[src/dsu_status_pkg.sv]
package dsu_status_pkg;

  // Bus geometry
  localparam int unsigned ADDR_W = 8;
  localparam int unsigned DATA_W = 32;

  // Register byte offsets
  localparam logic [7:0] CTRL_OFS     = 8'h00;
  localparam logic [7:0] SELFTEST_OFS = 8'h04;
  localparam logic [7:0] STATUS_OFS   = 8'h08;
  localparam logic [7:0] BPV_CNT_OFS  = 8'h0c;
  localparam logic [7:0] LAMPS_OFS    = 8'h10;

  // Bus responses
  localparam logic [1:0] RESP_OKAY   = 2'h0;
  localparam logic [1:0] RESP_SLVERR = 2'h2;

  // Control register fields
  localparam int unsigned CTRL_W         = 11;
  localparam int unsigned CTRL_RATE64    = 0;
  localparam int unsigned CTRL_CRIT_LO   = 1;
  localparam int unsigned CTRL_SESSION   = 3;
  localparam int unsigned CTRL_AWAIT_CFG = 4;
  localparam int unsigned CTRL_DOWNLOAD  = 5;
  localparam int unsigned CTRL_LOC_LOOP  = 6;
  localparam int unsigned CTRL_REM_LOOP  = 7;
  localparam int unsigned CTRL_TEST_CODE = 8;
  localparam int unsigned CTRL_BERT      = 9;
  localparam int unsigned CTRL_CTS_EN    = 10;
  localparam logic [10:0] CTRL_RESET     = 11'h000;

  // Self-test register fields
  localparam int unsigned ST_DONE = 0;
  localparam int unsigned ST_PASS = 1;

  // Port-loss criterion encodings
  localparam logic [1:0] CRIT_NONE = 2'h0;
  localparam logic [1:0] CRIT_DTR  = 2'h1;
  localparam logic [1:0] CRIT_RTS  = 2'h2;
  localparam logic [1:0] CRIT_BOTH = 2'h3;

  // Highest active alarm, high to low priority
  localparam logic [2:0] TOP_NONE = 3'h0;
  localparam logic [2:0] TOP_LOS  = 3'h1;
  localparam logic [2:0] TOP_OOF  = 3'h2;
  localparam logic [2:0] TOP_CTL  = 3'h3;
  localparam logic [2:0] TOP_BPV  = 3'h4;

  // Status register field positions
  localparam int unsigned STAT_TOP_LO = 8;

  // Framing and counting
  localparam logic [2:0]  OOF_ERR_LIMIT = 3'h5;
  localparam logic [15:0] BPV_MAX       = 16'hffff;

  // Timing
  localparam int unsigned CLK_MHZ       = 200;
  localparam int unsigned LOS_TIME_US   = 100;
  localparam int unsigned LOS_CYCLES    = LOS_TIME_US * CLK_MHZ;
  localparam int unsigned BLINK_HALF_MS = 250;
  localparam int unsigned BLINK_CYCLES  = BLINK_HALF_MS * 1000 * CLK_MHZ;

endpackage

[src/dsu_alarm_led_status.sv]
`timescale 1ns/1ps

module dsu_alarm_led_status #(
  parameter int unsigned LOS_CYCLES   = dsu_status_pkg::LOS_CYCLES,
  parameter int unsigned BLINK_CYCLES = dsu_status_pkg::BLINK_CYCLES
) (
  input  wire logic        aclk,
  input  wire logic        aresetn,
  // AXI4-Lite slave
  input  wire logic [7:0]  s_axi_awaddr,
  input  wire logic        s_axi_awvalid,
  output logic             s_axi_awready,
  input  wire logic [31:0] s_axi_wdata,
  input  wire logic [3:0]  s_axi_wstrb,
  input  wire logic        s_axi_wvalid,
  output logic             s_axi_wready,
  output logic [1:0]       s_axi_bresp,
  output logic             s_axi_bvalid,
  input  wire logic        s_axi_bready,
  input  wire logic [7:0]  s_axi_araddr,
  input  wire logic        s_axi_arvalid,
  output logic             s_axi_arready,
  output logic [31:0]      s_axi_rdata,
  output logic [1:0]       s_axi_rresp,
  output logic             s_axi_rvalid,
  input  wire logic        s_axi_rready,
  // Pins
  input  wire logic        power_good,
  input  wire logic        line_rx_pos,
  input  wire logic        line_rx_neg,
  input  wire logic        rts_in,
  input  wire logic        dtr_in,
  // Framing and code recovery, same clock
  input  wire logic        faw_check,
  input  wire logic        faw_error,
  input  wire logic        faw_locked,
  input  wire logic        ctl_code_seen,
  input  wire logic        flag_seen,
  input  wire logic        line_tx_active,
  // DTE handshake and lamps
  output logic             cts_out,
  output logic             power_lamp,
  output logic             download_fail_lamp,
  output logic             line_alarm_lamp,
  output logic             line_traffic_lamp,
  output logic             test_lamp,
  output logic             tx_handshake_lamp,
  output logic             rx_handshake_lamp
);

  localparam int unsigned NSYNC = 5;

  logic [NSYNC-1:0]  sync_a;
  logic [NSYNC-1:0]  sync_b;
  logic              pos_prev;
  logic              neg_prev;
  logic              pos_pulse;
  logic              neg_pulse;
  logic              last_pol_pos;
  logic              pol_known;
  logic              bpv_pulse;
  logic [15:0]       bpv_count;
  logic [14:0]       quiet_cnt;
  logic              los;
  logic [2:0]        faw_err_run;
  logic              oof;
  logic              ctl_alarm;
  logic              oof_rep;
  logic              ctl_rep;
  logic              net_alarm;
  logic              dp_loss;
  logic [2:0]        top_alarm;
  logic [25:0]       blink_cnt;
  logic              blink;
  logic [10:0]       ctrl;
  logic              st_done;
  logic              st_pass;
  logic              aw_held;
  logic              w_held;
  logic [7:0]        aw_addr;
  logic [31:0]       w_data;
  logic [3:0]        w_strb;
  logic              do_write;
  logic [31:0]       wmask;
  logic [31:0]       rd_mux;
  logic              rd_ok;
  logic [1:0]        crit;
  logic              rate64;
  logic              sync_rts;
  logic              sync_dtr;
  logic              testing;
  logic              next_power_lamp;
  logic              next_fail_lamp;
  logic              next_test_lamp;
  logic              next_cts;

  assign crit     = ctrl[dsu_status_pkg::CTRL_CRIT_LO +: 2];
  assign rate64   = ctrl[dsu_status_pkg::CTRL_RATE64];
  assign sync_rts = sync_b[3];
  assign sync_dtr = sync_b[4];

  // Pin synchronisers; only the second stage is read
  always_ff @(posedge aclk) begin
    if (!aresetn) begin
      sync_a <= '0;
      sync_b <= '0;
    end else begin
      sync_a <= {dtr_in, rts_in, line_rx_neg, line_rx_pos, power_good};
      sync_b <= sync_a;
    end
  end

  // Rising edges of the line pulse rails
  always_ff @(posedge aclk) begin
    if (!aresetn) begin
      pos_prev <= 1'b0;
      neg_prev <= 1'b0;
    end else begin
      pos_prev <= sync_b[1];
      neg_prev <= sync_b[2];
    end
  end
  assign pos_pulse = sync_b[1] & ~pos_prev;
  assign neg_pulse = sync_b[2] & ~neg_prev;

  // Polarity tracker; a pulse repeating the last polarity is a violation
  always_ff @(posedge aclk) begin
    if (!aresetn) begin
      last_pol_pos <= 1'b0;
      pol_known    <= 1'b0;
    end else if (pos_pulse ^ neg_pulse) begin
      last_pol_pos <= pos_pulse;
      pol_known    <= 1'b1;
    end
  end
  assign bpv_pulse = pol_known & (pos_pulse ^ neg_pulse)
                   & (pos_pulse == last_pol_pos);

  // Violation counter saturates; a clearing write in the cycle of a new violation leaves a count of one
  always_ff @(posedge aclk) begin
    if (!aresetn || !st_done) begin
      bpv_count <= '0;
    end else if (do_write && aw_addr == dsu_status_pkg::BPV_CNT_OFS) begin
      bpv_count <= {15'h0000, bpv_pulse};
    end else if (bpv_pulse && bpv_count != dsu_status_pkg::BPV_MAX) begin
      bpv_count <= bpv_count + 16'h0001;
    end
  end

  // Loss of signal after a quiet stretch with no pulses at all
  always_ff @(posedge aclk) begin
    if (!aresetn || !st_done) begin
      quiet_cnt <= '0;
      los       <= 1'b0;
    end else if (pos_pulse || neg_pulse) begin
      quiet_cnt <= '0;
      los       <= 1'b0;
    end else if (quiet_cnt == 15'(LOS_CYCLES - 1)) begin
      los       <= 1'b1;
    end else begin
      quiet_cnt <= quiet_cnt + 15'h0001;
    end
  end

  // Out-of-frame on a run of errored alignment words, cleared on lock
  always_ff @(posedge aclk) begin
    if (!aresetn || !st_done) begin
      faw_err_run <= '0;
      oof         <= 1'b0;
    end else if (faw_locked) begin
      faw_err_run <= '0;
      oof         <= 1'b0;
    end else if (faw_check && !faw_error) begin
      faw_err_run <= '0;
    end else if (faw_check && faw_error) begin
      if (faw_err_run == dsu_status_pkg::OOF_ERR_LIMIT - 3'h1) begin
        oof <= 1'b1;
      end else begin
        faw_err_run <= faw_err_run + 3'h1;
      end
    end
  end

  // Control code held while received; flag characters never count
  always_ff @(posedge aclk) begin
    if (!aresetn || !st_done) begin
      ctl_alarm <= 1'b0;
    end else begin
      ctl_alarm <= ctl_code_seen & ~flag_seen;
    end
  end

  // Mode gating and ranking of network alarms
  assign oof_rep   = oof & rate64;
  assign ctl_rep   = ctl_alarm & ~rate64;
  assign net_alarm = los | oof_rep | ctl_rep;

  always_comb begin
    if (los) begin
      top_alarm = dsu_status_pkg::TOP_LOS;
    end else if (oof_rep) begin
      top_alarm = dsu_status_pkg::TOP_OOF;
    end else if (ctl_rep) begin
      top_alarm = dsu_status_pkg::TOP_CTL;
    end else if (bpv_count != 16'h0000) begin
      top_alarm = dsu_status_pkg::TOP_BPV;
    end else begin
      top_alarm = dsu_status_pkg::TOP_NONE;
    end
  end

  // Data port loss per the selected criterion
  always_ff @(posedge aclk) begin
    if (!aresetn) begin
      dp_loss <= 1'b0;
    end else begin
      unique case (crit)
        dsu_status_pkg::CRIT_NONE: dp_loss <= 1'b0;
        dsu_status_pkg::CRIT_DTR:  dp_loss <= ~sync_dtr;
        dsu_status_pkg::CRIT_RTS:  dp_loss <= ~sync_rts;
        dsu_status_pkg::CRIT_BOTH: dp_loss <= ~sync_dtr | ~sync_rts;
      endcase
    end
  end

  // One shared blink phase, so power and test lamps blink in step
  always_ff @(posedge aclk) begin
    if (!aresetn) begin
      blink_cnt <= '0;
      blink     <= 1'b0;
    end else if (blink_cnt == 26'(BLINK_CYCLES - 1)) begin
      blink_cnt <= '0;
      blink     <= ~blink;
    end else begin
      blink_cnt <= blink_cnt + 26'h0000001;
    end
  end

  // Write path: address and data accepted in either order
  always_ff @(posedge aclk) begin
    if (!aresetn) begin
      aw_held       <= 1'b0;
      aw_addr       <= '0;
      s_axi_awready <= 1'b1;
    end else if (s_axi_awvalid && s_axi_awready) begin
      aw_held       <= 1'b1;
      aw_addr       <= s_axi_awaddr;
      s_axi_awready <= 1'b0;
    end else if (do_write) begin
      aw_held       <= 1'b0;
    end else if (s_axi_bvalid && s_axi_bready) begin
      s_axi_awready <= 1'b1;
    end
  end

  always_ff @(posedge aclk) begin
    if (!aresetn) begin
      w_held       <= 1'b0;
      w_data       <= '0;
      w_strb       <= '0;
      s_axi_wready <= 1'b1;
    end else if (s_axi_wvalid && s_axi_wready) begin
      w_held       <= 1'b1;
      w_data       <= s_axi_wdata;
      w_strb       <= s_axi_wstrb;
      s_axi_wready <= 1'b0;
    end else if (do_write) begin
      w_held       <= 1'b0;
    end else if (s_axi_bvalid && s_axi_bready) begin
      s_axi_wready <= 1'b1;
    end
  end

  assign do_write = aw_held & w_held & ~s_axi_bvalid;
  assign wmask    = {{8{w_strb[3]}}, {8{w_strb[2]}},
                     {8{w_strb[1]}}, {8{w_strb[0]}}};

  // Write response; unmapped or read-only offsets answer with an error
  always_ff @(posedge aclk) begin
    if (!aresetn) begin
      s_axi_bvalid <= 1'b0;
      s_axi_bresp  <= dsu_status_pkg::RESP_OKAY;
    end else if (do_write) begin
      s_axi_bvalid <= 1'b1;
      if (aw_addr == dsu_status_pkg::CTRL_OFS ||
          aw_addr == dsu_status_pkg::SELFTEST_OFS ||
          aw_addr == dsu_status_pkg::BPV_CNT_OFS) begin
        s_axi_bresp <= dsu_status_pkg::RESP_OKAY;
      end else begin
        s_axi_bresp <= dsu_status_pkg::RESP_SLVERR;
      end
    end else if (s_axi_bready) begin
      s_axi_bvalid <= 1'b0;
    end
  end

  // Control register, byte lanes honoured
  always_ff @(posedge aclk) begin
    if (!aresetn) begin
      ctrl <= dsu_status_pkg::CTRL_RESET;
    end else if (do_write && aw_addr == dsu_status_pkg::CTRL_OFS) begin
      ctrl <= (ctrl & ~wmask[10:0]) | (w_data[10:0] & wmask[10:0]);
    end
  end

  // Self-test result, posted by the local processor
  always_ff @(posedge aclk) begin
    if (!aresetn) begin
      st_done <= 1'b0;
      st_pass <= 1'b0;
    end else if (do_write && aw_addr == dsu_status_pkg::SELFTEST_OFS
                 && w_strb[0]) begin
      st_done <= w_data[dsu_status_pkg::ST_DONE];
      st_pass <= w_data[dsu_status_pkg::ST_PASS];
    end
  end

  // Read data selection
  always_comb begin
    rd_mux = 32'h00000000;
    rd_ok  = 1'b1;
    unique case (s_axi_araddr)
      dsu_status_pkg::CTRL_OFS: begin
        rd_mux[10:0] = ctrl;
      end
      dsu_status_pkg::SELFTEST_OFS: begin
        rd_mux[dsu_status_pkg::ST_DONE] = st_done;
        rd_mux[dsu_status_pkg::ST_PASS] = st_pass;
      end
      dsu_status_pkg::STATUS_OFS: begin
        rd_mux[4:0] = {bpv_count != 16'h0000, dp_loss, ctl_rep,
                       oof_rep, los};
        rd_mux[dsu_status_pkg::STAT_TOP_LO +: 3] = top_alarm;
      end
      dsu_status_pkg::BPV_CNT_OFS: begin
        rd_mux[15:0] = bpv_count;
      end
      dsu_status_pkg::LAMPS_OFS: begin
        rd_mux[7:0] = {cts_out, rx_handshake_lamp, tx_handshake_lamp,
                       test_lamp, line_traffic_lamp, line_alarm_lamp,
                       download_fail_lamp, power_lamp};
      end
      default: begin
        rd_ok = 1'b0;
      end
    endcase
  end

  // Read path answers one cycle after the address is taken
  always_ff @(posedge aclk) begin
    if (!aresetn) begin
      s_axi_arready <= 1'b1;
      s_axi_rvalid  <= 1'b0;
      s_axi_rdata   <= '0;
      s_axi_rresp   <= dsu_status_pkg::RESP_OKAY;
    end else if (s_axi_arvalid && s_axi_arready) begin
      s_axi_arready <= 1'b0;
      s_axi_rvalid  <= 1'b1;
      s_axi_rdata   <= rd_mux;
      s_axi_rresp   <= rd_ok ? dsu_status_pkg::RESP_OKAY
                             : dsu_status_pkg::RESP_SLVERR;
    end else if (s_axi_rvalid && s_axi_rready) begin
      s_axi_rvalid  <= 1'b0;
      s_axi_arready <= 1'b1;
    end
  end

  // Lamp decisions; power loss darkens only the power lamp
  assign testing = ctrl[dsu_status_pkg::CTRL_LOC_LOOP]
                 | ctrl[dsu_status_pkg::CTRL_REM_LOOP]
                 | ctrl[dsu_status_pkg::CTRL_TEST_CODE]
                 | ctrl[dsu_status_pkg::CTRL_BERT];

  always_comb begin
    next_power_lamp = 1'b0;
    if (sync_b[0] && st_done && st_pass) begin
      if (ctrl[dsu_status_pkg::CTRL_SESSION] ||
          ctrl[dsu_status_pkg::CTRL_AWAIT_CFG]) begin
        next_power_lamp = blink;
      end else begin
        next_power_lamp = 1'b1;
      end
    end
  end

  always_comb begin
    if (ctrl[dsu_status_pkg::CTRL_DOWNLOAD]) begin
      next_fail_lamp = blink;
    end else begin
      next_fail_lamp = st_done & ~st_pass;
    end
  end

  always_comb begin
    if (testing) begin
      next_test_lamp = 1'b1;
    end else if (ctrl[dsu_status_pkg::CTRL_AWAIT_CFG]) begin
      next_test_lamp = blink;
    end else begin
      next_test_lamp = 1'b0;
    end
  end

  // Clear-to-send drops during network alarms
  assign next_cts = ctrl[dsu_status_pkg::CTRL_CTS_EN] & ~net_alarm;

  // All lamp outputs registered
  always_ff @(posedge aclk) begin
    if (!aresetn) begin
      power_lamp         <= 1'b0;
      download_fail_lamp <= 1'b0;
      line_alarm_lamp    <= 1'b0;
      line_traffic_lamp  <= 1'b0;
      test_lamp          <= 1'b0;
      tx_handshake_lamp  <= 1'b0;
      rx_handshake_lamp  <= 1'b0;
      cts_out            <= 1'b0;
    end else begin
      power_lamp         <= next_power_lamp;
      download_fail_lamp <= next_fail_lamp;
      line_alarm_lamp    <= net_alarm;
      line_traffic_lamp  <= ~net_alarm & st_done
                          & (pos_pulse | neg_pulse | pos_prev | neg_prev
                             | (quiet_cnt != '0) | line_tx_active);
      test_lamp          <= next_test_lamp;
      cts_out            <= next_cts;
      tx_handshake_lamp  <= next_cts;
      rx_handshake_lamp  <= sync_rts
                          | crit == dsu_status_pkg::CRIT_NONE
                          | crit == dsu_status_pkg::CRIT_DTR;
    end
  end

endmodule

[config.mk]
export PLATFORM = sky130hd
export DESIGN_NAME = dsu_alarm_led_status
export DESIGN_NICKNAME = d
export VERILOG_FILES = /design/src/dsu_status_pkg.sv /design/src/dsu_alarm_led_status.sv
export SDC_FILE = /design/constraint.sdc
export NUM_CORES = 1
export LEC_CHECK = 0
export CELL_PAD_IN_SITES_DETAIL_PLACEMENT = 1
export CELL_PAD_IN_SITES_GLOBAL_PLACEMENT = 1
export CORE_MARGIN = 2
export CORE_UTILIZATION = 30
export DETAILED_ROUTE_END_ITERATION = 6
export DONT_BUFFER_PORTS = 1
export PLACE_DENSITY = 0.59
export SYNTH_ARGS = -nofsm -noshare
export SYNTH_HDL_FRONTEND = slang
export SYNTH_SLANG_ARGS = --single-unit
[constraint.sdc]
create_clock -name aclk -period 1.85 [get_ports aclk]
set_input_delay 0 -clock aclk [delete_from_list [all_inputs] [get_ports aclk]]
set_output_delay 0 -clock aclk [all_outputs]
set_load 0.005 [all_outputs]
After elaboration in Yosys (flattened, before gate mapping)
Cells that the tools add are included.

cells by class
  $add $sub $neg = 4
  equal/unequal tests = 16
  bitwise logic cells = 44
  shifts and indexed selects = 0
  multipliers = 0
  multiplexer cells = 32
  $lt $le $gt $ge = 0
  reduce and logical (&&, ||, !) cells = 45
  div/mod/pow operators = 0

operators by type and width
  cell                                                             count
  26-bit by 1-bit adder with 26-bit output, second input constant  1
  26-bit == test, second input constant                            1
  8-bit by 4-bit == test with 1-bit output, second input constant  3
  11-bit AND                                                       2
  1-bit two-way mux                                                20
  3-bit case mux with 3 select lines                               2
  16-bit by 1-bit adder with 16-bit output, second input constant  1
  8-bit by 3-bit == test with 1-bit output, second input constant  2
  8-bit zero test                                                  2
  16-bit != test, second input constant                            1
  16-bit nonzero test                                              1
  15-bit by 1-bit adder with 15-bit output, second input constant  1
  15-bit == test, second input constant                            1
  15-bit nonzero test                                              1
  1-bit logical AND                                                14
  2-bit nonzero test                                               7
  1-bit AND                                                        13
  1-bit inverter                                                   13
  1-bit OR                                                         13
  3-bit two-way mux                                                4
  3-bit case mux with 4 select lines                               1
  11-bit inverter                                                  1
  11-bit OR                                                        1
  2-bit case mux with 5 select lines                               1
  19 further kinds                                                 34

storage, ports and cells
  word-level logic and storage cells = 180
  input port bits = 70
  memories kept = 0
  ROM bits = 0
  bits in writable memories = 0
  bits in latches = 0
  register bits after elaboration = 147
  output and inout port bits = 49

Depth between registers and ports, before layout
  depth in word-level cells = 8
  depth in mapped cells = 8
  gate-level depth less buffers = 8

Worst setup path before layout
OpenSTA, ideal clock, no wires.

  path type = register to register
  from = reg sync_b[1]
  to = reg bpv_count[7]
  required time = 1.780 ns
  arrival time = 1.967 ns
  slack = -0.188 ns
  period minus slack after synthesis = 2.038 ns
  library setup time = 0.070 ns
  stages on the path, launching flop included = 8
  cells stage by stage = dfxtp_1 -> nor2b_1 -> inv_1 -> ha_1 -> and2_0 -> nand3_1 -> or4_1 -> a21oi_1

on the way
  word-level cells in the longest chain between the ends = 5
  elaborated cells between the ends (all ways) = 6
  those cells by class = eq/ne (1); bitwise (4); reduce/logical (1)

RTL lines
  item                    RTL line                     text
  from (decl)             dsu_alarm_led_status.sv:54   logic [NSYNC-1:0] sync_b;
  from (signal assigned)  dsu_alarm_led_status.sv:109  sync_b <= sync_a;
  1-bit AND *             dsu_alarm_led_status.sv:123  assign pos_pulse = sync_b[1] & ~pos_prev;
  1-bit XOR               dsu_alarm_led_status.sv:136  assign bpv_pulse = pol_known & (pos_pulse ^ neg_pulse)
  1-bit AND               dsu_alarm_led_status.sv:136
  1-bit AND *             dsu_alarm_led_status.sv:137  & (pos_pulse == last_pol_pos);
  1-bit logical AND *     dsu_alarm_led_status.sv:145  end else if (bpv_pulse && bpv_count != dsu_status_pkg::BPV_MAX) begin
  to (signal assigned)    dsu_alarm_led_status.sv:144  bpv_count <= {15'h0000, bpv_pulse};
  to (signal assigned)    dsu_alarm_led_status.sv:146  bpv_count <= bpv_count + 16'h0001;
  to (decl)               dsu_alarm_led_status.sv:62   logic [15:0] bpv_count;

Mark *: on every way between the ends. The rest lies on a longest branch, timed or not.
A chain may end at the register's enable or synchronous reset.

Worst setup path after layout
  from = reg sync_b[1]
  to = reg bpv_count[10]

The elaborated chain is that of the path after synthesis.

==> results_dict.tcl <==
set metrics [dict create \
    first_iter_violations 243 \
    h-tree-depth 4 \
    first_pass_iters 4 \
    synth_top_family_by_area "simple AND/OR/NAND/NOR gates" \
    die_area_um2 23100 \
    die_h_um 152 \
    grt.overflow.total 0 \
    dr_total_vias 5629 \
    tns_ns 0 \
    cp_max_fo 6 \
    grt_max_degree 89 \
    hold_class "input pin to flop" \
    wl_met3_um 705 \
    place.gp.congestion 0.876 \
    synthMuxAreaShare 0.0448 \
    cp.arrival_ns 2.19 \
    yosysWarningCount 0 \
    area_growth_pct 27.9 \
    drc 0 \
    pwr-share-seq 0.467 \
    peakVddDrop_uv 617 \
    grt_pass1_wl_um 30200 \
    finalCriticalPeriod_ns 1.83 \
    rows 54 \
    antenna_left 0 \
    insertion_delay_ns 0.42 \
    final_max_slew_viol_count 0 \
    syn_area_per_cell_um2 8.89 \
    cts_root_buffer "clkbuf_16" \
    swShare 0.246 \
    clk_path_buf_depth 2 \
    syn_area_um2 6560 \
    insertedDiodeCount 0 \
    holdWs_ns -0.00308 \
    violations "hold timing" \
    synth_cell_types 63 \
    antenna_found_initial 0 \
    track_usage 0.161 \
    cp-end-kind "flop" \
    finalCritPeriodShare 0.991 \
    p_sw_mw 1.70 \
    startpoint "sync_b[1]" \
    setup_viol 0 \
    portBuffers 0 \
    timing.max_cap.violations 0 \
    top_layer "met4" \
    max_freq_ghz 0.546 \
    synth_compound_area_frac 0.114 \
    wl_met1_um 8480 \
    met2_length_um 9160 \
    setup.worst_path.start_class "flop" \
    skew_ns 0.00764 \
    dp_hpwl_um 13200 \
    rsz0062_at_grt "true" \
    drive_gt1_frac 0.150 \
    finalHoldViolCount 1 \
    path_class "flop to flop" \
    drt-vias-per-instance 4.99 \
    ios 119 \
    avgRoutedWirePerCell_um 16.8 \
    synth_flop_cell "dfxtp_1" \
    ys_ff_latch 145 \
    power_mw 6.93 \
    die_w_um 152 \
    drt-total-wl_um 18900 \
    r2r-start "sync_b[1]" \
    nNetsFinal 912 \
    p_int_mw 5.23 \
    grt_pass1_vias 5846 \
    synthSimpleGateAreaFrac 0.284 \
    start_util 0.303 \
    clockPowerShare 0.476 \
    status "complete, but fails checks" \
    worst_slew_pin_slew_ns 0.545 \
    synth_cells 738 \
    numCtsBuffers 17 \
    ys_seq_area_frac 0.443 \
    clock-sinks 145 \
    core_um2 21600 \
    relSlewSlack 0.631 \
    synth-xor-area-share 0.0492 \
    synth_fa_ha_area_frac 0.0153 \
    r2r_setup_slack_ns 0.02 \
    synth_edf_count 0 \
    power_leakage_nw 3.01 \
    path_clk_slew_ns 0.07 \
    power_frac_comb 0.057 \
    synth_async_sr_flop_share 0 \
    power_density_nw_per_um2 827 \
    cts_tree "yes" \
    hp-start "s_axi_araddr[5]" \
    crit_required_ns 2.21 \
]
cells in the mapped netlist (2+ instances only):
library cell    n  area, µm²
buf_4          22        165
and2_1         24        150
nand2b_1        6       37.5
or3_1          11       68.8
or4_1           4       30.0
o31ai_1         7       52.6
or2_1           2       12.5
mux2i_1        26        260
nor4_1          8       50.1
nor3_1          9       45.0
ha_1            8        100
and3b_1         2       17.5
a31oi_1         4       25.0
nor3b_1         5       37.5
and2_0          2       12.5
xnor2_1        10       87.6
inv_1          14       52.6
and4_1          5       43.8
o211ai_1        2       15.0
o32ai_1         2       17.5
nand3_1        27        135
nand4_1        22        138
o21ai_0        24        120
o22a_1          2       17.5
a21oi_1        27        135
o21a_1          2       15.0
nor2_1         59        221
a21boi_0       27        203
nor3_2          2       20.0
nand3b_1        3       22.5
nand2_1        91        342
buf_6           2       22.5
nor4b_1         3       26.3
dfxtp_1       145       2900
a211oi_1        2       15.0
nor2b_1        28        175
nor4_4          2       42.5
clkbuf_1       22       82.6
or2_2           6       37.5
and4_4          3       33.8
and3_1         11       68.8
xor2_1         25        219
a22oi_1        10       75.1
layer usage:
| metal | up-vias | GRT usage |
|---|---|---|
| met5 | - | 0 |
| met4 | 0 | 0.0650 |
| met3 | 40 | 0.0428 |
| met2 | 114 | 0.276 |
| met1 | 2738 | 0.192 |
| li1 | 2737 | - |
sequential cells by signal, indices dropped and copies added, names as in the netlist, 2 cells and up, named ones only:
name	cells
w_strb	2
sync_a	5
faw_err_run	3
quiet_cnt	15
sync_b	5
blink_cnt	26
aw_addr	8
s_axi_rdata	16
w_data	11
bpv_count	16
power groups by stage:
stage                     clock (mW)  sequential (mW)  combinational [mW]
after floorplan                    0             3.29               0.233
after global placement             0             3.30               0.226
after detailed placement           0             3.30               0.240
after CTS                       3.37             3.23               0.381
after global routing            3.50             3.24               0.434
final                           3.30             3.24               0.393
timing repair:
action                                  4_1_cts  5_1_grt
endpoints found under the hold margin       115        1
gates resized for setup                       5       24
endpoints found under the setup margin        9       43
setup buffers                                 3        9
pin swaps                                     5       14
hold buffers                                 57        1
gates cloned                                  0        0
final cells by class:
type | instances | area [µm²]
fillers | 2490 | 13200
clock buffers | 20 | 467
multi-input cells | 549 | 3530
inverters | 14 | 52.6
well taps | 280 | 350
clock inverters | 12 | 97.6
flip-flops and latches | 145 | 2900
repair buffers | 107 | 978
stage by stage:
step / cell area [µm²] / worst slack [ns] / hold slack [ns] / util / cells
after floorplan: 6630 / 0.0191 / 0.0761 / - / 755
after global placement: 7000 / -0.0571 / 0.0802 / 0.324 / 1025
after detailed placement: 7000 / -0.174 / 0.0836 / 0.324 / 1025
after CTS: 8200 / -0.00970 / 0.00167 / 0.379 / 1117
after global routing: 8380 / -0.0727 / 0.0234 / 0.388 / 1127
final: 8380 / 0.0169 / -0.00308 / 0.388 / 1127
final timing paths:
kind,end,cells after the start
setup / recovery,bpv_count[10],7
hold / removal,s_axi_rdata[0],4
setup reg to reg,bpv_count[10],7
hold reg to reg,sync_b[3],1
critical path: stages (launching register included):
cell     delay, ns
dfxtp_2       0.32
nor2b_4       0.14
inv_2         0.05
ha_4          0.28
and2_4        0.19
nand4_1       0.22
or3_4         0.44
a21oi_2       0.13
logic make-up (layout without fill, tap and decap cells):
kind of cell             Yosys count  after routing
adder cells (fa/ha/maj)            8              8
other                              1             18
XOR/XNOR                          36             36
buffers and inverters             61            153
AO/OA/AOI/OAI                    115            115
multiplexers                      28             28
AND/OR/NAND/NOR                  344            344
flip-flops                       145            145
cells in the final DEF (no fill, tap or decap), drive strengths merged, types with 3 or more instances in the layout:
cell type / instances
a21boi: 27
a21oi: 27
nor4: 11
xnor2: 11
or2: 8
and4: 8
nand2: 91
dlygate4sd3: 57
nand4: 23
a31oi: 4
and3: 12
conb: 18
buf: 50
or3: 11
dfxtp: 145
o31ai: 7
mux2i: 26
clkinv: 5
ha: 8
clkinvlp: 3
and2: 27
nand2b: 6
nand3: 27
o21ai: 24
nor3: 11
xor2: 25
a22oi: 10
inv: 18
nor3b: 6
nor2b: 28
nand3b: 3
clkbuf: 20
nor2: 59
nor4b: 3
or4: 5
(Power assumes the default switching activity.)
